**src/core/cell_store_pkg.sv**
```systemverilog
// constants and types for the data nonvolatile cell access controller
package cell_store_pkg;
    localparam int unsigned CELL_COUNT = 64;
    localparam int unsigned INDEX_W = 6;
    localparam logic [7:0] CTRL_OFFSET = 8'h40;
    localparam logic [7:0] CTRL_SECTOR = 8'h01;
    localparam int unsigned BIT_PROG_EN = 3;
    localparam int unsigned BIT_PROG_GO = 2;
    localparam int unsigned BIT_FETCH_EN = 1;
    localparam int unsigned BIT_FETCH_GO = 0;
    localparam logic [7:0] RESET_BYTE = 8'h00;
    localparam int unsigned WRITE_SLOW_TICKS = 64;
    localparam int unsigned FETCH_CYCLES = 2;

    typedef enum logic [1:0]
    {
        ST_IDLE = 2'b00,
        ST_FETCH = 2'b01,
        ST_PROG = 2'b10
    } cell_state_t;
endpackage

```
**src/core/cell_store_ctrl.sv**
```systemverilog
// data nonvolatile cell access controller: registers, sequencer and array
`timescale 1ns/1ps
module cell_store_ctrl
#(
    parameter int unsigned WRITE_TICKS = cell_store_pkg::WRITE_SLOW_TICKS
)
(
    input wire logic sys_clk,
    input wire logic reset,
    input wire logic slow_clock,
    input wire logic [7:0] index_wdata,
    input wire logic index_we,
    input wire logic [7:0] byte_wdata,
    input wire logic byte_we,
    input wire logic [7:0] ctrl_wdata,
    input wire logic ctrl_we,
    input wire logic [7:0] ptr_low,
    input wire logic [7:0] ptr_high,
    input wire logic nvm_done_irq_enable,
    input wire logic global_irq_enable,
    input wire logic stack_full,
    input wire logic irq_ack,
    input wire logic low_power_entry,
    output logic [7:0] index_rdata,
    output logic [7:0] byte_rdata,
    output logic [7:0] ctrl_rdata,
    output logic nvm_done_irq_flag,
    output logic irq_request,
    output logic busy
);
    import cell_store_pkg::*;

    ////////////////////////////////////////////////////////////////////////////
    // storage and registers

    logic [7:0] cells [CELL_COUNT];
    logic [INDEX_W-1:0] index_ff;
    logic [7:0] byte_ff;
    logic prog_en_ff;
    logic prog_go_ff;
    logic fetch_en_ff;
    logic fetch_go_ff;
    logic done_flag_ff;
    cell_state_t state_ff;
    logic [1:0] fetch_cnt_ff;
    logic [15:0] tick_cnt_ff;
    logic slow_s1_ff;
    logic slow_s2_ff;
    logic slow_s3_ff;
    logic slow_rise;
    logic ctrl_sel;
    logic fetch_start;
    logic prog_start;
    logic fetch_end;
    logic prog_end;
    logic abort;

    // indirect access only reaches the control register at sector 1, 40h
    assign ctrl_sel = ctrl_we && ptr_low == CTRL_OFFSET && ptr_high == CTRL_SECTOR;

    // trigger honoured only if enable was already set before this write
    assign prog_start = ctrl_sel && ctrl_wdata[BIT_PROG_GO] && prog_en_ff
        && state_ff == ST_IDLE;
    assign fetch_start = ctrl_sel && ctrl_wdata[BIT_FETCH_GO] && fetch_en_ff
        && state_ff == ST_IDLE && !prog_start;

    ////////////////////////////////////////////////////////////////////////////
    // slow clock synchroniser; the timer is asynchronous to sys_clk
    // the third flop only serves the edge detector, so only the second feeds logic

    always_ff @(posedge sys_clk)
    begin
        if (reset)
        begin
            slow_s1_ff <= 1'b0;
            slow_s2_ff <= 1'b0;
            slow_s3_ff <= 1'b0;
        end
        else
        begin
            slow_s1_ff <= slow_clock;
            slow_s2_ff <= slow_s1_ff;
            slow_s3_ff <= slow_s2_ff;
        end
    end
    assign slow_rise = slow_s2_ff && !slow_s3_ff;

    ////////////////////////////////////////////////////////////////////////////
    // sequencer

    // a read ends after fixed system cycles; a write waits for slow ticks
    assign abort = low_power_entry && state_ff != ST_IDLE;
    assign fetch_end = state_ff == ST_FETCH && fetch_cnt_ff == 2'(FETCH_CYCLES - 1);
    assign prog_end = state_ff == ST_PROG && slow_rise
        && tick_cnt_ff == 16'(WRITE_TICKS - 1);

    always_ff @(posedge sys_clk)
    begin
        if (reset)
        begin
            state_ff <= ST_IDLE;
            fetch_cnt_ff <= 2'h0;
            tick_cnt_ff <= 16'h0;
        end
        else
        begin
            case (state_ff)
                ST_IDLE:
                begin
                    fetch_cnt_ff <= 2'h0;
                    tick_cnt_ff <= 16'h0;
                    if (prog_start)
                        state_ff <= ST_PROG;
                    else if (fetch_start)
                        state_ff <= ST_FETCH;
                end
                ST_FETCH:
                begin
                    fetch_cnt_ff <= fetch_cnt_ff + 2'h1;
                    if (fetch_end || abort)
                        state_ff <= ST_IDLE;
                end
                ST_PROG:
                begin
                    if (slow_rise)
                        tick_cnt_ff <= tick_cnt_ff + 16'h1;
                    if (prog_end || abort)
                        state_ff <= ST_IDLE;
                end
                default: state_ff <= ST_IDLE;
            endcase
        end
    end

    ////////////////////////////////////////////////////////////////////////////
    // control register

    // enables follow every accepted control write; a trigger alone never sets them
    always_ff @(posedge sys_clk)
    begin
        if (reset)
        begin
            prog_en_ff <= 1'b0;
            fetch_en_ff <= 1'b0;
        end
        else if (ctrl_sel)
        begin
            prog_en_ff <= ctrl_wdata[BIT_PROG_EN];
            fetch_en_ff <= ctrl_wdata[BIT_FETCH_EN];
        end
    end

    always_ff @(posedge sys_clk)
    begin
        if (reset)
        begin
            prog_go_ff <= 1'b0;
            fetch_go_ff <= 1'b0;
        end
        else
        begin
            // start and end never meet in one cycle: start needs the idle state
            if (prog_start)
                prog_go_ff <= 1'b1;
            else if (prog_end || abort)
                prog_go_ff <= 1'b0;
            if (fetch_start)
                fetch_go_ff <= 1'b1;
            else if (fetch_end || abort)
                fetch_go_ff <= 1'b0;
        end
    end

    ////////////////////////////////////////////////////////////////////////////
    // index, byte and array

    // index and byte writes are dropped during a write so the stored cell stays coherent
    always_ff @(posedge sys_clk)
    begin
        if (reset)
            index_ff <= '0;
        else if (index_we && state_ff != ST_PROG)
            index_ff <= index_wdata[INDEX_W-1:0];
    end

    // byte is only replaced by software or a completed read
    always_ff @(posedge sys_clk)
    begin
        if (reset)
            byte_ff <= RESET_BYTE;
        else if (fetch_end && !abort)
            byte_ff <= cells[index_ff];
        else if (byte_we && state_ff != ST_PROG)
            byte_ff <= byte_wdata;
    end

    // array is not reset: it is the nonvolatile content
    always_ff @(posedge sys_clk)
    begin
        if (prog_end && !abort)
            cells[index_ff] <= byte_ff;
    end

    ////////////////////////////////////////////////////////////////////////////
    // write done flag and request

    // an aborted write still reports its end, so software never polls forever
    always_ff @(posedge sys_clk)
    begin
        if (reset)
            done_flag_ff <= 1'b0;
        else if (prog_end || (abort && state_ff == ST_PROG))
            done_flag_ff <= 1'b1;
        else if (irq_ack)
            done_flag_ff <= 1'b0;
    end

    assign irq_request = done_flag_ff && nvm_done_irq_enable && global_irq_enable
        && !stack_full;
    assign nvm_done_irq_flag = done_flag_ff;
    assign busy = state_ff != ST_IDLE;
    assign index_rdata = {2'b00, index_ff};
    assign byte_rdata = byte_ff;
    assign ctrl_rdata = {4'h0, prog_en_ff, prog_go_ff, fetch_en_ff, fetch_go_ff};

    ////////////////////////////////////////////////////////////////////////////
    // checks

    chk_prog_gated: assert property (@(posedge sys_clk) disable iff (reset)
        (state_ff == ST_IDLE && $past(state_ff) == ST_IDLE && !$past(prog_en_ff)
        && !$past(reset)) |-> !(prog_go_ff && !$past(prog_go_ff)))
        else $error("write started without prior enable");
    chk_fetch_gated: assert property (@(posedge sys_clk) disable iff (reset)
        (fetch_start) |-> $past(fetch_en_ff) || fetch_en_ff)
        else $error("read started without enable");
    chk_fetch_clears: assert property (@(posedge sys_clk) disable iff (reset)
        (fetch_start && !low_power_entry) |=> ##2 !fetch_go_ff)
        else $error("read trigger not cleared in time");
    chk_prog_clears: assert property (@(posedge sys_clk) disable iff (reset)
        (prog_end) |=> !prog_go_ff && state_ff == ST_IDLE)
        else $error("write trigger not cleared at end");
    chk_done_sets: assert property (@(posedge sys_clk) disable iff (reset)
        (prog_end) |=> done_flag_ff)
        else $error("done flag not set at write end");
    chk_irq_gate: assert property (@(posedge sys_clk) disable iff (reset)
        irq_request |-> (done_flag_ff && global_irq_enable && !stack_full))
        else $error("request without all enables");
    chk_byte_holds: assert property (@(posedge sys_clk) disable iff (reset)
        (!fetch_end && !byte_we) |=> $stable(byte_ff))
        else $error("read byte changed spontaneously");
    chk_index_upper: assert property (@(posedge sys_clk) disable iff (reset)
        index_rdata[7:6] == 2'b00)
        else $error("index upper bits not zero");
    chk_abort_idle: assert property (@(posedge sys_clk) disable iff (reset)
        abort |=> state_ff == ST_IDLE && !prog_go_ff && !fetch_go_ff)
        else $error("operation survived low power entry");

    // invariants on state, triggers, the done flag, request gating, index and byte freezing, readback and the tick counter
    chk_irq_enable_gate: assert property (@(posedge sys_clk) disable iff (reset)
        irq_request |-> nvm_done_irq_enable)
        else $error("request without done interrupt enable");
    chk_reset_no_write: assert property (@(posedge sys_clk) disable iff (reset)
        $past(reset) |-> !prog_en_ff && !prog_go_ff)
        else $error("write permitted right after reset");
    chk_prog_rise_enabled: assert property (@(posedge sys_clk) disable iff (reset)
        $rose(prog_go_ff) |-> $past(prog_en_ff))
        else $error("write trigger rose without prior enable");
    chk_fetch_rise_enabled: assert property (@(posedge sys_clk) disable iff (reset)
        $rose(fetch_go_ff) |-> $past(fetch_en_ff))
        else $error("read trigger rose without prior enable");
    chk_busy_trigger: assert property (@(posedge sys_clk) disable iff (reset)
        busy |-> (prog_go_ff || fetch_go_ff))
        else $error("busy without a trigger bit");
    chk_idle_triggers: assert property (@(posedge sys_clk) disable iff (reset)
        !busy |-> (!prog_go_ff && !fetch_go_ff))
        else $error("trigger bit left set while idle");
    chk_single_op: assert property (@(posedge sys_clk) disable iff (reset)
        !(prog_go_ff && fetch_go_ff))
        else $error("both triggers active");
    chk_write_freeze: assert property (@(posedge sys_clk) disable iff (reset)
        state_ff == ST_PROG |=> $stable(index_ff))
        else $error("index changed during a write");
    chk_byte_blocked: assert property (@(posedge sys_clk) disable iff (reset)
        state_ff == ST_PROG |=> $stable(byte_ff))
        else $error("byte changed during a write");
    chk_flag_holds: assert property (@(posedge sys_clk) disable iff (reset)
        (done_flag_ff && !irq_ack) |=> done_flag_ff)
        else $error("done flag fell without service");
    chk_ack_clears: assert property (@(posedge sys_clk) disable iff (reset)
        (irq_ack && !prog_end && !abort) |=> !done_flag_ff)
        else $error("done flag not cleared by service");
    chk_ctrl_upper: assert property (@(posedge sys_clk) disable iff (reset)
        ctrl_rdata[7:4] == 4'h0)
        else $error("control upper bits not zero");
    chk_fetch_busy: assert property (@(posedge sys_clk) disable iff (reset)
        fetch_start |=> busy && fetch_go_ff)
        else $error("read did not start");
    chk_prog_busy: assert property (@(posedge sys_clk) disable iff (reset)
        prog_start |=> busy && prog_go_ff)
        else $error("write did not start");
    chk_tick_bound: assert property (@(posedge sys_clk) disable iff (reset)
        !(tick_cnt_ff > 16'(WRITE_TICKS)))
        else $error("write tick counter overran");
    chk_read_short: assert property (@(posedge sys_clk) disable iff (reset)
        fetch_start |=> ##2 !busy)
        else $error("read cycle too long");
endmodule

```
**config.mk**
```make
export PLATFORM = sky130hd
export DESIGN_NAME = cell_store_ctrl
export DESIGN_NICKNAME = d
export VERILOG_FILES = /design/src/core/cell_store_pkg.sv /design/src/core/cell_store_ctrl.sv
export SDC_FILE = /design/constraint.sdc
export NUM_CORES = 1
export LEC_CHECK = 0
export ABC_AREA = 1
export BUFFER_PORTS_ARGS = -buffer_cell sky130_fd_sc_hd__buf_2
export CORE_ASPECT_RATIO = 1.1
export CORE_MARGIN = 10
export CORE_UTILIZATION = 60
export CTS_CLUSTER_DIAMETER = 60
export CTS_CLUSTER_SIZE = 30
export DETAILED_ROUTE_END_ITERATION = 6
export PLACE_DENSITY = 0.74
export SYNTH_ARGS = -nofsm -noshare
export SYNTH_HDL_FRONTEND = slang
export SYNTH_SLANG_ARGS = --single-unit
```
**constraint.sdc**
```tcl
create_clock -name sys_clk -period 3.55 [get_ports sys_clk]
set_input_delay 0.71 -clock sys_clk [delete_from_list [all_inputs] [get_ports sys_clk]]
set_output_delay 0.71 -clock sys_clk [all_outputs]
set_load 0.005 [all_outputs]
```
==> flow_summary.yaml <==
outcome:
  status: "finished, final reports clean"
critical_path:
  crit_arrival_ns: 3.20
  reg2reg_depth: 9
  setup.worst_path.class: "reg -> reg"
  end_kind: "flip-flop"
  r2r_slack_ns: 0.59
  worstPathMaxFanout: 8
  critical_path_required_ns: 3.79
  start_kind: "flip-flop"
cells_and_area:
  drive_above_1_share: 0.09910
  area_growth_pct: 8.807
  fin_nets: 2148
  n_antenna_cell: 0
  fin_cells: 2619
yosys:
  synth_most_common_cell: "nand2_1"
  synth_area_um2: 22960
  synth_top_area_share: 0.6696
  synthArstFlopShare: 0
  synth_edf_count: 512
  synth_area_leaders: "edfxtp_1, nand3_1, nand2_1"
  synth_ff_type: "edfxtp_1"
  netlist-cell-type-count: 37
  syn_inst: 2060
  yosys.area.top_type: "edfxtp_1"
  synth_seq_area_share: 0.7115
  ys_warn_count: 0
  synth_commonest_cells: "nand2_1, edfxtp_1, nand3_1"
  ys_seq_elements: 560
  syn_area_per_cell_um2: 11.15
pwr:
  p_clk_frac: 0.336
  p_switching_mw: 2.930
  p_comb_frac: 0.072
  p_int_mw: 9.297
  sw_frac_of_total: 0.2396
  p_per_area_nw_per_um2: 489.4
  p_leak_nw: 9.173
  ir_worst_vdd_v: 0.0004638
  power_frac_seq: 0.593
cts:
  path_clk_slew_ns: 0.09
  cts_buffer_depth: 3
  cts.sinks: 560
  htreeDepth: 1
  worst_skew_pair.late_latency_ns: 0.61
  cts_setup_buffers: 0
  cts.repair.resized: 0
  cts_made_buffers: 31
  cts-root-buf: "clkbuf_16"
  cts_tree: "yes"
  cts.hold.buffers_added: 0
placement:
  dp.cells: 2562
  dp_hpwl_mm: 33.40
  place.gp.congestion: 0.8914
  port_buffers: 65
flow_run:
  max_cap_viol_count: 0
sta:
  timing.fmax_mhz: 337.6
  maxSlewViolCount: 0
  clock_skew_ns: 0.02897
  tightest_slew_ns: 1.140
  hold-worst-slack_ns: 0.3164
  final-hold-violation-count: 0
  min_period_ns: 2.962
  maxSlewHeadroom: 0.2391
  fin_setup_tns_ns: 0
  finalSetupViolCount: 0
  fin_crit_sh: 0.8343
  rsz0062_at_grt: "no"
global_routing:
  overflow: 0
  grt_max_degree: 128
  grt_use_total: 0.2383
  antenna_found_initial: 1
  grt_pass1_vias: 14980
  grt_pass1_wl_mm: 84.92
floorplanning:
  dieWidth_um: 206.5
  start_util: 0.6041
  die_h_um: 225.2
  num_rows: 75
  core_area_um2: 38010
  dieArea_um2: 46500
  io_pins: 78
detailed_routing:
  final_antenna_net_count: 0
  firstDrtPassIters: 5
  post_drt_wl_per_cell_um: 21.18
  vias: 15600
  vias_per_cell: 5.955
  drc_errors: 0
  drtIter0Drc: 1904
  routed_wl_mm: 55.46
hold_path:
  hold_path.class: "in -> reg"
  whs_path_depth: 3
-- critical path, stage by stage (launching register included) --
cell,delay (ns)
dfxtp_1,0.39
ha_1,0.18
nand2_1,0.07
nor2_1,0.12
inv_1,0.08
nor2_2,0.16
nand2_2,0.14
nor3_4,0.25
nand3_2,0.45
nor2_1,0.76
-- power groups by stage --
| stage | sequential, mW | combinational [mW] | clock, mW |
|---|---|---|---|
| 2_1_floorplan | 7.40 | 0.530 | 0 |
| 3_3_place_gp | 7.39 | 0.847 | 0 |
| 3_5_place_dp | 7.39 | 0.867 | 0 |
| 4_1_cts | 7.24 | 0.869 | 4.12 |
| 5_1_grt | 7.25 | 0.959 | 4.35 |
| 6_report | 7.24 | 0.880 | 4.10 |
-- path summary, 6_finish.rpt --
path | start | to
worst max-delay path | tick_cnt_ff[0] | cells[38][6]
worst min-delay path | slow_clock | slow_s1_ff
worst max register to register | tick_cnt_ff[0] | cells[38][6]
worst min register to register | slow_s1_ff | slow_s2_ff
-- registers in the layout (all words and copies together), names as in the netlist, named ones only --
register,flops
cells,512
tick_cnt_ff,16
byte_rdata,8
index_ff,6
fetch_cnt_ff,2
state_ff,2
fetch_en_ff,1
fetch_go_ff,1
nvm_done_irq_flag,1
prog_en_ff,1
prog_go_ff,1
slow_s1_ff,1
slow_s2_ff,1
slow_s3_ff,1
-- final cells by class --
type                       count  area [um^2]
inverter                      48        186.4
tap                          500        625.6
timing repair buffer         123        835.8
fill                        2808        13020
clock buffer                  34        829.5
sequential                   560        16350
multi-input combinational   1331         5874
clock inverter                23        275.3
-- layer usage --
layer	routed length, um	part of all wire	up-vias	track usage
li1	-	-	7234	-
met1	21600	0.39	7442	0.3219
met2	26760	0.48	799	0.3862
met3	5062	0.091	119	0.03293
met4	2028	0.037	2	0.09022
met5	8	0.00014	-	0
-- metrics by stage --
step	utilization	instance area, um^2	worst slack, ns	power (mW)
2_1_floorplan	-	22980	1.336	7.935
3_3_place_gp	0.6282	23880	0.7135	8.240
3_5_place_dp	0.6282	23880	0.6839	8.261
4_1_cts	0.6573	24980	0.6582	12.23
5_1_grt	0.6573	24980	0.4500	12.56
6_report	0.6573	24980	0.5883	12.23
-- placed cells by master (no fill, tap or decap), types with 3 or more instances in the layout --
cell	count
nand2_1	628
edfxtp_1	512
nand3_1	493
nor2_1	115
buf_2	65
buf_4	52
inv_1	42
dfxtp_1	37
clkbuf_16	33
a21oi_1	32
o21ai_0	15
dfxtp_2	9
nand3_2	8
clkinv_8	7
nor3_1	6
conb_1	6
buf_12	6
clkinv_2	5
inv_6	4
clkinv_1	3
-- kinds of logic after synthesis --
group                    Yosys count  share of synthesized area
AO/OA/AOI/OAI                     58                    0.01395
adder cells (fa/ha/maj)            2                   0.001090
flip-flops                       560                     0.7115
other                              1                  0.0001633
buffers and inverters            174                    0.03346
XOR/XNOR                           1                  0.0003815
AND/OR/NAND/NOR                 1264                     0.2395
Power figures use the tool's default switching activity.
